===== src/hw/tpw_pkg.sv =====
// Constants for the six-channel buffered PWM timer.
// Assumes a 32-bit AXI4-Lite register bus with byte addresses.
package tpw_pkg;

    // ------------------------------------------------------------
    // Sizes
    // ------------------------------------------------------------
    localparam int ADDR_W = 8;
    localparam int DATA_W = 32;
    localparam int CNT_W = 16;
    localparam int PRE_W = 6;
    localparam int NUM_CH = 6;

    // ------------------------------------------------------------
    // Register byte offsets
    // ------------------------------------------------------------
    localparam logic [7:0] OFF_TCS = 8'h00;
    localparam logic [7:0] OFF_CNT = 8'h04;
    localparam logic [7:0] OFF_MOD = 8'h08;
    localparam logic [7:0] OFF_CH_BASE = 8'h20;
    localparam logic [7:0] CH_STRIDE = 8'h08;
    localparam logic [7:0] CH_CMP_OFF = 8'h04;

    // ------------------------------------------------------------
    // Timer control/status fields
    // ------------------------------------------------------------
    localparam int TCS_FLAG = 7;
    localparam int TCS_IE = 6;
    localparam int TCS_HALT = 5;
    localparam int TCS_RST = 4;
    localparam int TCS_PS_LSB = 0;
    localparam logic [2:0] PS_EXT = 3'h7;

    // ------------------------------------------------------------
    // Channel control/status fields
    // ------------------------------------------------------------
    localparam int CH_FLAG = 7;
    localparam int CH_IE = 6;
    localparam int CH_LINK = 5;
    localparam int CH_MSL = 4;
    localparam int CH_ELS_LSB = 2;
    localparam int CH_TOV = 1;
    localparam int CH_MAX = 0;

    localparam logic [1:0] ELS_OFF = 2'h0;
    localparam logic [1:0] ELS_TOGGLE = 2'h1;
    localparam logic [1:0] ELS_CLEAR = 2'h2;
    localparam logic [1:0] ELS_SET = 2'h3;

    // ------------------------------------------------------------
    // Reset values and bus answers
    // ------------------------------------------------------------
    localparam logic [15:0] MOD_RST = 16'hffff;
    localparam logic HALT_RST = 1'b1;
    localparam logic [1:0] RESP_OKAY = 2'h0;
    localparam logic [1:0] RESP_SLVERR = 2'h2;

    // Channel operating mode, buffer link bit over low mode bit
    typedef enum logic [1:0] {
        MODE_CAPTURE = 2'h0,
        MODE_UNBUF = 2'h1,
        MODE_BUF = 2'h2
    } tpw_mode_t;

endpackage


===== src/hw/tpw_timer.sv =====
// Six-channel timer with buffered and unbuffered PWM, AXI4-Lite slave.
// Assumes pins arrive asynchronously; mode and break inputs are on aclk.
//
// Design decisions made here: register access over AXI4-Lite and the register addresses.
`timescale 1ns/1ps

module tpw_timer (
    input wire logic aclk,
    input wire logic aresetn,
    input wire logic [7:0] awaddr,
    input wire logic [2:0] awprot,
    input wire logic awvalid,
    output logic awready,
    input wire logic [31:0] wdata,
    input wire logic [3:0] wstrb,
    input wire logic wvalid,
    output logic wready,
    output logic [1:0] bresp,
    output logic bvalid,
    input wire logic bready,
    input wire logic [7:0] araddr,
    input wire logic [2:0] arprot,
    input wire logic arvalid,
    output logic arready,
    output logic [31:0] rdata,
    output logic [1:0] rresp,
    output logic rvalid,
    input wire logic rready,
    input wire logic [5:0] channel_pin_in,
    output logic [5:0] channel_pin_out,
    output logic [5:0] channel_pin_oe,
    input wire logic wait_mode,
    input wire logic stop_mode,
    input wire logic break_active,
    input wire logic break_flag_clear_enable,
    output logic overflow_irq,
    output logic [5:0] channel_irq
);

    // ------------------------------------------------------------
    // State
    // ------------------------------------------------------------
    logic awready_q, wready_q, bvalid_q, arready_q, rvalid_q;
    logic [1:0] bresp_q, rresp_q;
    logic [31:0] rdata_q, w_data_q;
    logic [7:0] aw_addr_q;
    logic [3:0] w_strb_q;
    logic [5:0] pin_s1_q, pin_s2_q, pin_s3_q;
    logic [15:0] cnt_q, mod_q;
    logic [5:0] pre_q;
    logic [2:0] ps_q;
    logic halt_q, ovf_ie_q, ovf_flag_q, ovf_arm_q, tick_q;
    logic [5:0] ch_flag_q, ch_arm_q, ch_ie_q, ch_link_q, ch_msl_q;
    logic [5:0] ch_tov_q, ch_max_q, out_q, oe_q, ch_irq_q;
    logic [1:0] ch_els_q [6];
    logic [15:0] cmp_q [6];
    logic [2:0] sel_q, last_q;
    logic ovf_irq_q;

    logic bus_ok, clr_ok, run, tick, ovf_evt, wr_fire, rd_fire;
    logic wr_tcs, wr_mod, rd_tcs, cnt_clr;
    logic [5:0] wr_chc, wr_cmp, rd_chc, released, cmp_evt, cap_evt;
    logic [5:0] oc_on, ic_on, rise, fall;
    logic [31:0] wv;
    logic [15:0] eff_cmp [6];

    // ------------------------------------------------------------
    // Helpers
    // ------------------------------------------------------------
    function automatic logic [7:0] ctrl_off(input int i);
        return 8'(tpw_pkg::OFF_CH_BASE + 8'(i) * tpw_pkg::CH_STRIDE);
    endfunction

    function automatic logic [7:0] cmp_off(input int i);
        return 8'(ctrl_off(i) + tpw_pkg::CH_CMP_OFF);
    endfunction

    function automatic logic mapped(input logic [7:0] a);
        logic hit;
        hit = (a == tpw_pkg::OFF_TCS) || (a == tpw_pkg::OFF_CNT) ||
              (a == tpw_pkg::OFF_MOD);
        for (int i = 0; i < tpw_pkg::NUM_CH; i++) begin
            hit = hit || (a == ctrl_off(i)) || (a == cmp_off(i));
        end
        return hit;
    endfunction

    // Buffer link bit takes priority over the low mode bit
    function automatic tpw_pkg::tpw_mode_t eff_mode(input logic link,
                                                    input logic low);
        if (link) begin
            return tpw_pkg::MODE_BUF;
        end
        return low ? tpw_pkg::MODE_UNBUF : tpw_pkg::MODE_CAPTURE;
    endfunction

    function automatic logic [31:0] reg_rd(input logic [7:0] a);
        logic [31:0] v;
        v = 32'h0;
        if (a == tpw_pkg::OFF_TCS) begin
            v[tpw_pkg::TCS_FLAG] = ovf_flag_q;
            v[tpw_pkg::TCS_IE] = ovf_ie_q;
            v[tpw_pkg::TCS_HALT] = halt_q;
            v[tpw_pkg::TCS_PS_LSB +: 3] = ps_q;
        end
        if (a == tpw_pkg::OFF_CNT) begin
            v[15:0] = cnt_q;
        end
        if (a == tpw_pkg::OFF_MOD) begin
            v[15:0] = mod_q;
        end
        for (int i = 0; i < tpw_pkg::NUM_CH; i++) begin
            if (a == ctrl_off(i) && !released[i]) begin
                v[tpw_pkg::CH_FLAG] = ch_flag_q[i];
                v[tpw_pkg::CH_IE] = ch_ie_q[i];
                v[tpw_pkg::CH_LINK] = ch_link_q[i];
                v[tpw_pkg::CH_MSL] = ch_msl_q[i];
                v[tpw_pkg::CH_ELS_LSB +: 2] = ch_els_q[i];
                v[tpw_pkg::CH_TOV] = ch_tov_q[i];
                v[tpw_pkg::CH_MAX] = ch_max_q[i];
            end
            if (a == cmp_off(i)) begin
                v[15:0] = cmp_q[i];
            end
        end
        return v;
    endfunction

    // ------------------------------------------------------------
    // Decode and timing strobes
    // ------------------------------------------------------------
    always_comb begin
        bus_ok = !wait_mode;
        clr_ok = !break_active || break_flag_clear_enable;
        run = !halt_q && !break_active && !stop_mode;
        rise = pin_s2_q & ~pin_s3_q;
        fall = ~pin_s2_q & pin_s3_q;
        // Read mux below needs these, so settled first
        for (int i = 0; i < tpw_pkg::NUM_CH; i++) begin
            released[i] = (i % 2 == 1) && ch_link_q[i - i % 2];
        end
        wr_fire = !awready_q && !wready_q && !bvalid_q && bus_ok;
        rd_fire = arvalid && arready_q && bus_ok;
        wv = reg_rd(aw_addr_q);
        for (int b = 0; b < 4; b++) begin
            if (w_strb_q[b]) begin
                wv[b*8 +: 8] = w_data_q[b*8 +: 8];
            end
        end
        wr_tcs = wr_fire && aw_addr_q == tpw_pkg::OFF_TCS;
        wr_mod = wr_fire && aw_addr_q == tpw_pkg::OFF_MOD;
        rd_tcs = rd_fire && araddr == tpw_pkg::OFF_TCS;
        cnt_clr = wr_tcs && wv[tpw_pkg::TCS_RST];
        // Counter clock: divided bus clock or synced channel zero pin
        if (ps_q == tpw_pkg::PS_EXT) begin
            tick = run && rise[0];
        end else begin
            tick = run && ((pre_q & 6'((6'h1 << ps_q) - 6'h1)) ==
                           6'((6'h1 << ps_q) - 6'h1));
        end
        ovf_evt = tick_q && cnt_q == mod_q;
        for (int i = 0; i < tpw_pkg::NUM_CH; i++) begin
            wr_chc[i] = wr_fire && aw_addr_q == ctrl_off(i);
            wr_cmp[i] = wr_fire && aw_addr_q == cmp_off(i);
            rd_chc[i] = rd_fire && araddr == ctrl_off(i);
            // Even channel of a linked pair uses the selected set
            if (i % 2 == 0 && ch_link_q[i] && sel_q[i/2]) begin
                eff_cmp[i] = cmp_q[i + 1];
            end else begin
                eff_cmp[i] = cmp_q[i];
            end
            oc_on[i] = !released[i] && ch_els_q[i] != tpw_pkg::ELS_OFF &&
                       eff_mode(ch_link_q[i], ch_msl_q[i]) !=
                       tpw_pkg::MODE_CAPTURE;
            ic_on[i] = !released[i] && ch_els_q[i] != tpw_pkg::ELS_OFF &&
                       eff_mode(ch_link_q[i], ch_msl_q[i]) ==
                       tpw_pkg::MODE_CAPTURE;
            cmp_evt[i] = oc_on[i] && tick_q && cnt_q == eff_cmp[i];
            // Captures blocked while halted, in break or in stop
            cap_evt[i] = ic_on[i] && run &&
                         ((ch_els_q[i][0] && rise[i]) ||
                          (ch_els_q[i][1] && fall[i]));
        end
    end

    // ------------------------------------------------------------
    // AXI4-Lite write channels
    // ------------------------------------------------------------
    always_ff @(posedge aclk) begin
        if (!aresetn) begin
            awready_q <= 1'b1;
            aw_addr_q <= 8'h0;
        end else if (awvalid && awready_q) begin
            awready_q <= 1'b0;
            aw_addr_q <= awaddr;
        end else if (bvalid_q && bready) begin
            awready_q <= 1'b1;
        end
    end

    always_ff @(posedge aclk) begin
        if (!aresetn) begin
            wready_q <= 1'b1;
            w_data_q <= 32'h0;
            w_strb_q <= 4'h0;
        end else if (wvalid && wready_q) begin
            wready_q <= 1'b0;
            w_data_q <= wdata;
            w_strb_q <= wstrb;
        end else if (bvalid_q && bready) begin
            wready_q <= 1'b1;
        end
    end

    // Register file unreachable in wait mode: error, no effect
    always_ff @(posedge aclk) begin
        if (!aresetn) begin
            bvalid_q <= 1'b0;
            bresp_q <= tpw_pkg::RESP_OKAY;
        end else if (!awready_q && !wready_q && !bvalid_q) begin
            bvalid_q <= 1'b1;
            bresp_q <= (bus_ok && mapped(aw_addr_q)) ?
                       tpw_pkg::RESP_OKAY : tpw_pkg::RESP_SLVERR;
        end else if (bready) begin
            bvalid_q <= 1'b0;
        end
    end

    // ------------------------------------------------------------
    // AXI4-Lite read channels
    // ------------------------------------------------------------
    always_ff @(posedge aclk) begin
        if (!aresetn) begin
            arready_q <= 1'b1;
            rvalid_q <= 1'b0;
            rdata_q <= 32'h0;
            rresp_q <= tpw_pkg::RESP_OKAY;
        end else if (arvalid && arready_q) begin
            arready_q <= 1'b0;
            rvalid_q <= 1'b1;
            rdata_q <= (bus_ok && mapped(araddr)) ? reg_rd(araddr) : 32'h0;
            rresp_q <= (bus_ok && mapped(araddr)) ?
                       tpw_pkg::RESP_OKAY : tpw_pkg::RESP_SLVERR;
        end else if (rvalid_q && rready) begin
            rvalid_q <= 1'b0;
            arready_q <= 1'b1;
        end
    end

    // ------------------------------------------------------------
    // Pin synchronisers
    // ------------------------------------------------------------
    always_ff @(posedge aclk) begin
        if (!aresetn) begin
            pin_s1_q <= 6'h0;
            pin_s2_q <= 6'h0;
            pin_s3_q <= 6'h0;
        end else begin
            pin_s1_q <= channel_pin_in;
            pin_s2_q <= pin_s1_q;
            pin_s3_q <= pin_s2_q;
        end
    end

    // ------------------------------------------------------------
    // Timer control, prescaler and counter
    // ------------------------------------------------------------
    always_ff @(posedge aclk) begin
        if (!aresetn) begin
            halt_q <= tpw_pkg::HALT_RST;
            ovf_ie_q <= 1'b0;
            ps_q <= 3'h0;
            mod_q <= tpw_pkg::MOD_RST;
        end else begin
            if (wr_tcs) begin
                halt_q <= wv[tpw_pkg::TCS_HALT];
                ovf_ie_q <= wv[tpw_pkg::TCS_IE];
                ps_q <= wv[tpw_pkg::TCS_PS_LSB +: 3];
            end
            if (wr_mod) begin
                mod_q <= wv[15:0];
            end
        end
    end

    // Frozen in stop and break; contents stay for resume
    always_ff @(posedge aclk) begin
        if (!aresetn) begin
            pre_q <= 6'h0;
            cnt_q <= 16'h0;
            tick_q <= 1'b0;
        end else begin
            tick_q <= tick && !cnt_clr;
            if (cnt_clr) begin
                pre_q <= 6'h0;
                cnt_q <= 16'h0;
            end else begin
                if (run) begin
                    pre_q <= 6'(pre_q + 6'h1);
                end
                if (tick) begin
                    cnt_q <= (cnt_q == mod_q) ? 16'h0 :
                             16'(cnt_q + 16'h1);
                end
            end
        end
    end

    // Read arms, write of 0 completes; an overflow cancels the clear
    always_ff @(posedge aclk) begin
        if (!aresetn) begin
            ovf_flag_q <= 1'b0;
            ovf_arm_q <= 1'b0;
        end else if (ovf_evt) begin
            ovf_flag_q <= 1'b1;
            ovf_arm_q <= 1'b0;
        end else if (wr_tcs && clr_ok) begin
            if (ovf_arm_q && !wv[tpw_pkg::TCS_FLAG]) begin
                ovf_flag_q <= 1'b0;
            end
            ovf_arm_q <= 1'b0;
        end else if (rd_tcs && ovf_flag_q && clr_ok) begin
            ovf_arm_q <= 1'b1;
        end
    end

    // ------------------------------------------------------------
    // Channel control and flags
    // ------------------------------------------------------------
    always_ff @(posedge aclk) begin
        if (!aresetn) begin
            ch_ie_q <= 6'h0;
            ch_link_q <= 6'h0;
            ch_msl_q <= 6'h0;
            ch_tov_q <= 6'h0;
            ch_max_q <= 6'h0;
            for (int i = 0; i < tpw_pkg::NUM_CH; i++) begin
                ch_els_q[i] <= tpw_pkg::ELS_OFF;
            end
        end else begin
            for (int i = 0; i < tpw_pkg::NUM_CH; i++) begin
                // Control of a released odd channel ignores writes
                if (wr_chc[i] && !released[i]) begin
                    ch_ie_q[i] <= wv[tpw_pkg::CH_IE];
                    ch_link_q[i] <= (i % 2 == 0) &&
                                    wv[tpw_pkg::CH_LINK];
                    ch_msl_q[i] <= wv[tpw_pkg::CH_MSL];
                    ch_els_q[i] <= wv[tpw_pkg::CH_ELS_LSB +: 2];
                    ch_tov_q[i] <= wv[tpw_pkg::CH_TOV];
                    ch_max_q[i] <= wv[tpw_pkg::CH_MAX];
                end
            end
        end
    end

    always_ff @(posedge aclk) begin
        if (!aresetn) begin
            ch_flag_q <= 6'h0;
            ch_arm_q <= 6'h0;
        end else begin
            for (int i = 0; i < tpw_pkg::NUM_CH; i++) begin
                if (cmp_evt[i] || cap_evt[i]) begin
                    ch_flag_q[i] <= 1'b1;
                    ch_arm_q[i] <= 1'b0;
                end else if (wr_chc[i] && clr_ok) begin
                    if (ch_arm_q[i] && !wv[tpw_pkg::CH_FLAG]) begin
                        ch_flag_q[i] <= 1'b0;
                    end
                    ch_arm_q[i] <= 1'b0;
                end else if (rd_chc[i] && ch_flag_q[i] && clr_ok) begin
                    ch_arm_q[i] <= 1'b1;
                end
            end
        end
    end

    // ------------------------------------------------------------
    // Compare registers and buffered pair selection
    // ------------------------------------------------------------
    always_ff @(posedge aclk) begin
        if (!aresetn) begin
            for (int i = 0; i < tpw_pkg::NUM_CH; i++) begin
                cmp_q[i] <= 16'h0;
            end
        end else begin
            for (int i = 0; i < tpw_pkg::NUM_CH; i++) begin
                if (cap_evt[i]) begin
                    cmp_q[i] <= cnt_q;
                end else if (wr_cmp[i]) begin
                    cmp_q[i] <= wv[15:0];
                end
            end
        end
    end

    // Switching only at overflow keeps each pulse on one value
    always_ff @(posedge aclk) begin
        if (!aresetn) begin
            sel_q <= 3'h0;
            last_q <= 3'h0;
        end else begin
            for (int p = 0; p < 3; p++) begin
                if (!ch_link_q[2*p]) begin
                    sel_q[p] <= 1'b0;
                    last_q[p] <= 1'b0;
                end else begin
                    if (wr_cmp[2*p+1]) begin
                        last_q[p] <= 1'b1;
                    end else if (wr_cmp[2*p]) begin
                        last_q[p] <= 1'b0;
                    end
                    if (ovf_evt) begin
                        sel_q[p] <= last_q[p];
                    end
                end
            end
        end
    end

    // ------------------------------------------------------------
    // Channel outputs and interrupt requests
    // ------------------------------------------------------------
    always_ff @(posedge aclk) begin
        if (!aresetn) begin
            out_q <= 6'h0;
            oe_q <= 6'h0;
        end else begin
            for (int i = 0; i < tpw_pkg::NUM_CH; i++) begin
                oe_q[i] <= oc_on[i];
                if (oc_on[i] && ch_max_q[i] && ch_tov_q[i] &&
                    ch_els_q[i] != tpw_pkg::ELS_TOGGLE) begin
                    out_q[i] <= ch_els_q[i] == tpw_pkg::ELS_CLEAR;
                end else if (oc_on[i]) begin
                    // Compare after toggle: equal values end at compare
                    if (cmp_evt[i]) begin
                        unique case (ch_els_q[i])
                            tpw_pkg::ELS_CLEAR: out_q[i] <= 1'b0;
                            tpw_pkg::ELS_SET: out_q[i] <= 1'b1;
                            default: out_q[i] <= !(out_q[i] ^
                                (ovf_evt && ch_tov_q[i]));
                        endcase
                    end else if (ovf_evt && ch_tov_q[i]) begin
                        out_q[i] <= !out_q[i];
                    end
                end
            end
        end
    end

    // Any enabled request also serves as the wake from wait mode
    always_ff @(posedge aclk) begin
        if (!aresetn) begin
            ovf_irq_q <= 1'b0;
            ch_irq_q <= 6'h0;
        end else begin
            ovf_irq_q <= ovf_flag_q && ovf_ie_q;
            ch_irq_q <= ch_flag_q & ch_ie_q & ~released;
        end
    end

    assign awready = awready_q;
    assign wready = wready_q;
    assign bvalid = bvalid_q;
    assign bresp = bresp_q;
    assign arready = arready_q;
    assign rvalid = rvalid_q;
    assign rdata = rdata_q;
    assign rresp = rresp_q;
    assign channel_pin_out = out_q;
    assign channel_pin_oe = oe_q;
    assign overflow_irq = ovf_irq_q;
    assign channel_irq = ch_irq_q;

endmodule


===== config.mk =====
export PLATFORM = sky130hd
export DESIGN_NAME = tpw_timer
export DESIGN_NICKNAME = d
export VERILOG_FILES = /design/src/hw/tpw_pkg.sv /design/src/hw/tpw_timer.sv
export SDC_FILE = /design/constraint.sdc
export NUM_CORES = 1
export LEC_CHECK = 0
export BUFFER_PORTS_ARGS = -buffer_cell sky130_fd_sc_hd__buf_4
export CAP_MARGIN = 40
export CORE_UTILIZATION = 48
export CTS_BUF_LIST = sky130_fd_sc_hd__clkbuf_16
export DETAILED_ROUTE_END_ITERATION = 10
export PLACE_DENSITY = 0.66
export SYNTH_ARGS = -nofsm -noshare
export SYNTH_HDL_FRONTEND = slang
export SYNTH_SLANG_ARGS = --single-unit
export TNS_END_PERCENT = 20

===== constraint.sdc =====
create_clock -name aclk -period 3.4 [get_ports aclk]
set_clock_uncertainty 0.1 [all_clocks]
set_input_delay 0.68 -clock aclk [delete_from_list [all_inputs] [get_ports aclk]]
set_output_delay 0.68 -clock aclk [all_outputs]
set_load 0.1 [all_outputs]

== Yosys cells after proc, flatten, opt, wreduce, memory -nomap -nowiden ==
Memories as Yosys holds them, arrays and structs flattened.
Index checks and enable logic that the tools add are counted.

* Register bits: 195
* Bits in latches: 0
* RAM bits: 108
* Memory bits (read-only): 0
* Input port bits: 75
* Output and inout bits: 60
* Logic and storage cells: 672
* Memories kept: 2

{| class="wikitable"
|+ Memories
! name !! depth !! bits a word !! rd ports !! clocked after memory_dff !! wr ports !! line !! text
|-
| cmp_q || 6 || 16 || 6 || 0 || 6 || tpw_timer.sv:56 || <nowiki>logic [15:0] cmp_q [6];</nowiki>
|-
| ch_els_q || 6 || 2 || 6 || 0 || 6 || tpw_timer.sv:55 || <nowiki>logic [1:0] ch_els_q [6];</nowiki>
|}

* Add/subtract/negate cells: 3
* Multiply operators: 0
* Divide/modulo/power cells: 0
* Order comparisons: 0
* Eq/ne operators: 55
* Shifts and indexed selects: 1
* Muxes and demuxes: 204
* Bitwise gates (word level): 33
* Reductions and logical operators: 297

{| class="wikitable"
|+ Operators by type and width
! cell !! number
|-
| 2-to-1 mux 16 bit || 35
|-
| logical AND 1 bit || 155
|-
| 2-to-1 mux 1 bit || 131
|-
| == test 8 x 6 -> 1 bit, second input constant || 16
|-
| == test 16 bit || 7
|-
| 2-to-1 mux 8 bit || 14
|-
| nonzero test 2 bit || 39
|-
| == test 8 x 7 -> 1 bit, second input constant || 8
|-
| logical OR 1 bit || 41
|-
| AND reduction 2 bit || 16
|-
| AND 6 bit || 5
|-
| 2-to-1 mux 2 bit || 14
|-
| == test 2 bit, second input constant || 12
|-
| zero test 1 bit || 24
|-
| OR reduction 3 bit || 7
|-
| inverter 6 bit || 3
|-
| bitwise OR 1 bit || 18
|-
| nonzero test 3 bit || 6
|-
| adder 16 x 1 -> 16 bit, second input constant || 1
|-
| == test 8 x 3 -> 1 bit, second input constant || 2
|-
| == test 8 x 4 -> 1 bit, second input constant || 2
|-
| zero test 8 bit || 2
|-
| zero test 2 bit || 6
|-
| 2-to-1 mux 3 bit || 4
|-
| other kinds (10) || 25
|}

== Longest topological paths before layout ==
* Depth after elaboration: 22
* Gate-level depth with buffers: 13
* Mapped depth without buffers: 11

== Least setup slack after synthesis ==
Ideal clock, no wire load.

* Kind: input port to flip-flop
* Start point: input break_active
* End point: memory cmp_q[1][0] (enable)
* Library setup time: 372 ps
* Arrival: 2359 ps
* Data required time: 2928 ps
* Path slack: 569 ps
* Cell stages on the path: 6
* Buffers on the path: 2
* Path through: or3_1 > clkbuf_1 > a2111oi_0 > clkbuf_1 > nor2_1 > nand2_1

{| class="wikitable"
|+ RTL lines
! what !! line !! text
|-
| start: declaration || tpw_timer.sv:34 || <nowiki>input wire logic break_active,</nowiki>
|-
| end: declaration || tpw_timer.sv:56 ||
|}

==> results.tsv <==
metric	value	unit
status	completed	
Slew Limit Headroom	44.45	%
Final Max Tran Viols	0	
Ys Warns	0	
unrepaired setup endpoints after global routing	no	
nets@finish	2308	
I/O pin cnt	135	
final hold viol count	0	
Worst-Skew Late Latency	590	ps
residual overflow from global routing	0	
crit path DAT	3580	ps
CTS resizes	0	
GPL Wtd Cong	1.054	
first-pass GRT wire length	117100	um
Area Overhead vs Synth	18.99	%
Worst EP required	3640	ps
post-synth cell types	94	
TritonCTS clock tree	done	
Root Buffer	clkbuf_16	
CP bufs+invs	2	
Worst-path clk slew	60	ps
Worst path slowest cell	or4_1	
sequential area share after synthesis	39.65	%
placed cells	2652	
Num CTS Buffers	31	
PwrDens	408.3	nW/um^2
clk sinks	285	
port buffer count	92	
VDD IR max	418.4	uV
Final period util	98.14	%
WL final	81770	um
Synth Register Bits	285	
maximum clock insertion buffer count	3	
largest net degree at the start of global routing	41	
Synth Cell Area	17110	um^2
worst hold path class	in2reg	
H-tree depth	1	
Vias/cell	6.752	
CTS Hold Bufs	0	
Ant. Diodes	0	
Post-synth top flop	dfxtp_1	
Worst Setup End Kind	register	
Final Non-Filler Cells	2709	
# Max-Cap Violations	0	
Synth area leaders	dfxtp_1 21%, edfxtp_1 19%, nand2_1 6.2%	
Setup CP Type	reg2reg	
die span in x	190.8	um
final non-filler cell area	20360	um^2
Post-synth ARST share	0	%
Post-Route Setup TNS	0	ps
Detailed Place HPWL	64170	um
P_leak	7.743	nW
Iteration-0 DRC Markers	2794	
most common cell after layout, fill and taps aside	buf_4	
layout cells sized above 1	18.01	%
commonest cells after routing, fill and taps aside	294 x buf_4, 281 x nand2_1, 176 x dfxtp_1, 169 x nor2_1, 159 x o21ai_0	
Final min period	3337	ps
gr usage total	44.73	%
total iterations of the first detailed-routing run	8	
Crit path max-delay family	simple AND/OR/NAND/NOR gates	
Worst setup SP type	register	
final setup fails	0	
Hold WS	197.6	ps
Critical Path Max Stage Delay	800	ps
Starting Density	49.18	%
worst-path maximum fanout	11	
Core ar.	34800	um^2
Worst Tran Pin Value	830.2	ps
dpl cell area	19330	um^2
fmax	299.7	MHz
Gate Count Post-Synth	2062	
ANT nets after route	0	
number of flops mapped to enable cells by yosys	108	
Core Rows	68	
die area	36410	um^2
vias	18290	
Synth top area share	20.70	%
dominant cell type by area after synthesis	dfxtp_1	
cells along the critical path	or4_1, buf_4, nor2_1, a221o_1, a222oi_1, o211ai_1, buf_4, nor2_1, o22a_1	
Avg Inst Size Synth	8.300	um^2
routed wire length per instance	30.18	um
vias in the first global route	17160	
DRC Markers	0	
initial antenna violation count	0	
Die H	190.8	um
post-CTS setup buffer count	0	
==> registers in the layout (all words and copies together) (netlist names), 8 cells and up <==
register and count:
ch_els_q 12, mod_q 16, cnt_q 16, cmp_q 96, aw_addr_q 8, w_data_q 16
rdata 16
==> Yosys cell counts (14+ instances only) <==
cell,n
or3_1,16
a31oi_1,23
edfxtp_1,108
nand2_1,281
a21oi_1,127
clkbuf_1,113
nand4_1,27
nor2b_1,17
buf_2,37
o22ai_1,42
nor4_1,27
a222oi_1,14
o21ai_0,159
nor2_1,169
o211ai_1,20
a221oi_1,23
dfxtp_1,177
a22oi_1,48
inv_1,38
nand2b_1,23
mux2i_1,25
xnor2_1,44
buf_4,21
xor2_1,73
nand3_1,63
and2_1,28
nor3_1,36
==> cell type report <==
cell class,instances,area [um^2]
clock buffer,35,875.8
clock inverter,22,143.9
fill,3224,14440
inverter,39,146.4
multi-input combinational,1569,9448
sequential,285,6788
tap,455,569.3
timing repair buffer,304,2392
==> stage by stage <==
stage               total power, mW  setup WS [ps]  utilization (%)
detailed placement            4.904          122.6            55.56
CTS                           8.263          129.6            58.49
global placement              4.894          127.2            55.54
finish                        8.315          63.39            58.52
floorplan                     4.382          569.3                -
global route                  8.480          3.411            58.52
==> worst register-to-register path: cells and delay by family (launching register included) <==
family / cells / cell delay (ps)
and+or+nand+nor: 3 / 1120
DFF: 1 / 430
buffers and inverters: 2 / 550
AOI/OAI and AO/OA: 4 / 890
==> path summary, 6_finish.rpt <==
check | end | slack, ps | from | depth (start not counted)
worst max-delay path | cmp_q[2][3]$_SDFFCE_PN0P_ | 60 | aw_addr_q[0]$_SDFFE_PN0P_ | 9
worst min-delay path | pin_s1_q[4]$_SDFF_PN0_ | 200 | channel_pin_in[4] | 2
worst max register to register | cmp_q[2][3]$_SDFFCE_PN0P_ | 60 | aw_addr_q[0]$_SDFFE_PN0P_ | 9
worst min register to register | pin_s2_q[3]$_SDFF_PN0_ | 330 | pin_s1_q[3]$_SDFF_PN0_ | 1
==> per-layer routing <==
layer  up-vias  part of all wire (%)  GRT usage (%)
met5         -                     0              0
met4         0                   5.9          22.46
met1      8778                    38          59.00
met2      1356                    43          67.07
li1       7916                     -              -
met3       241                    13          11.91
==> cell families after synthesis <==
logic type	synth area share, %
AOI/OAI and AO/OA	24.10
xor gates and xnor gates	5.988
adders and majority gates	0.2194
buffers and inverters	5.754
DFF	39.65
muxes	1.791
other	0.02191
and+or+nand+nor	22.47
==> power breakdown <==
group / internal (mW) / leakage [nW] / switching (mW)
Combinational: 0.362 / 4.66 / 0.767
Clock: 1.98 / 0.531 / 1.45
Sequential: 3.62 / 2.55 / 0.144
No activity file was read; power rests on OpenSTA's default activity.
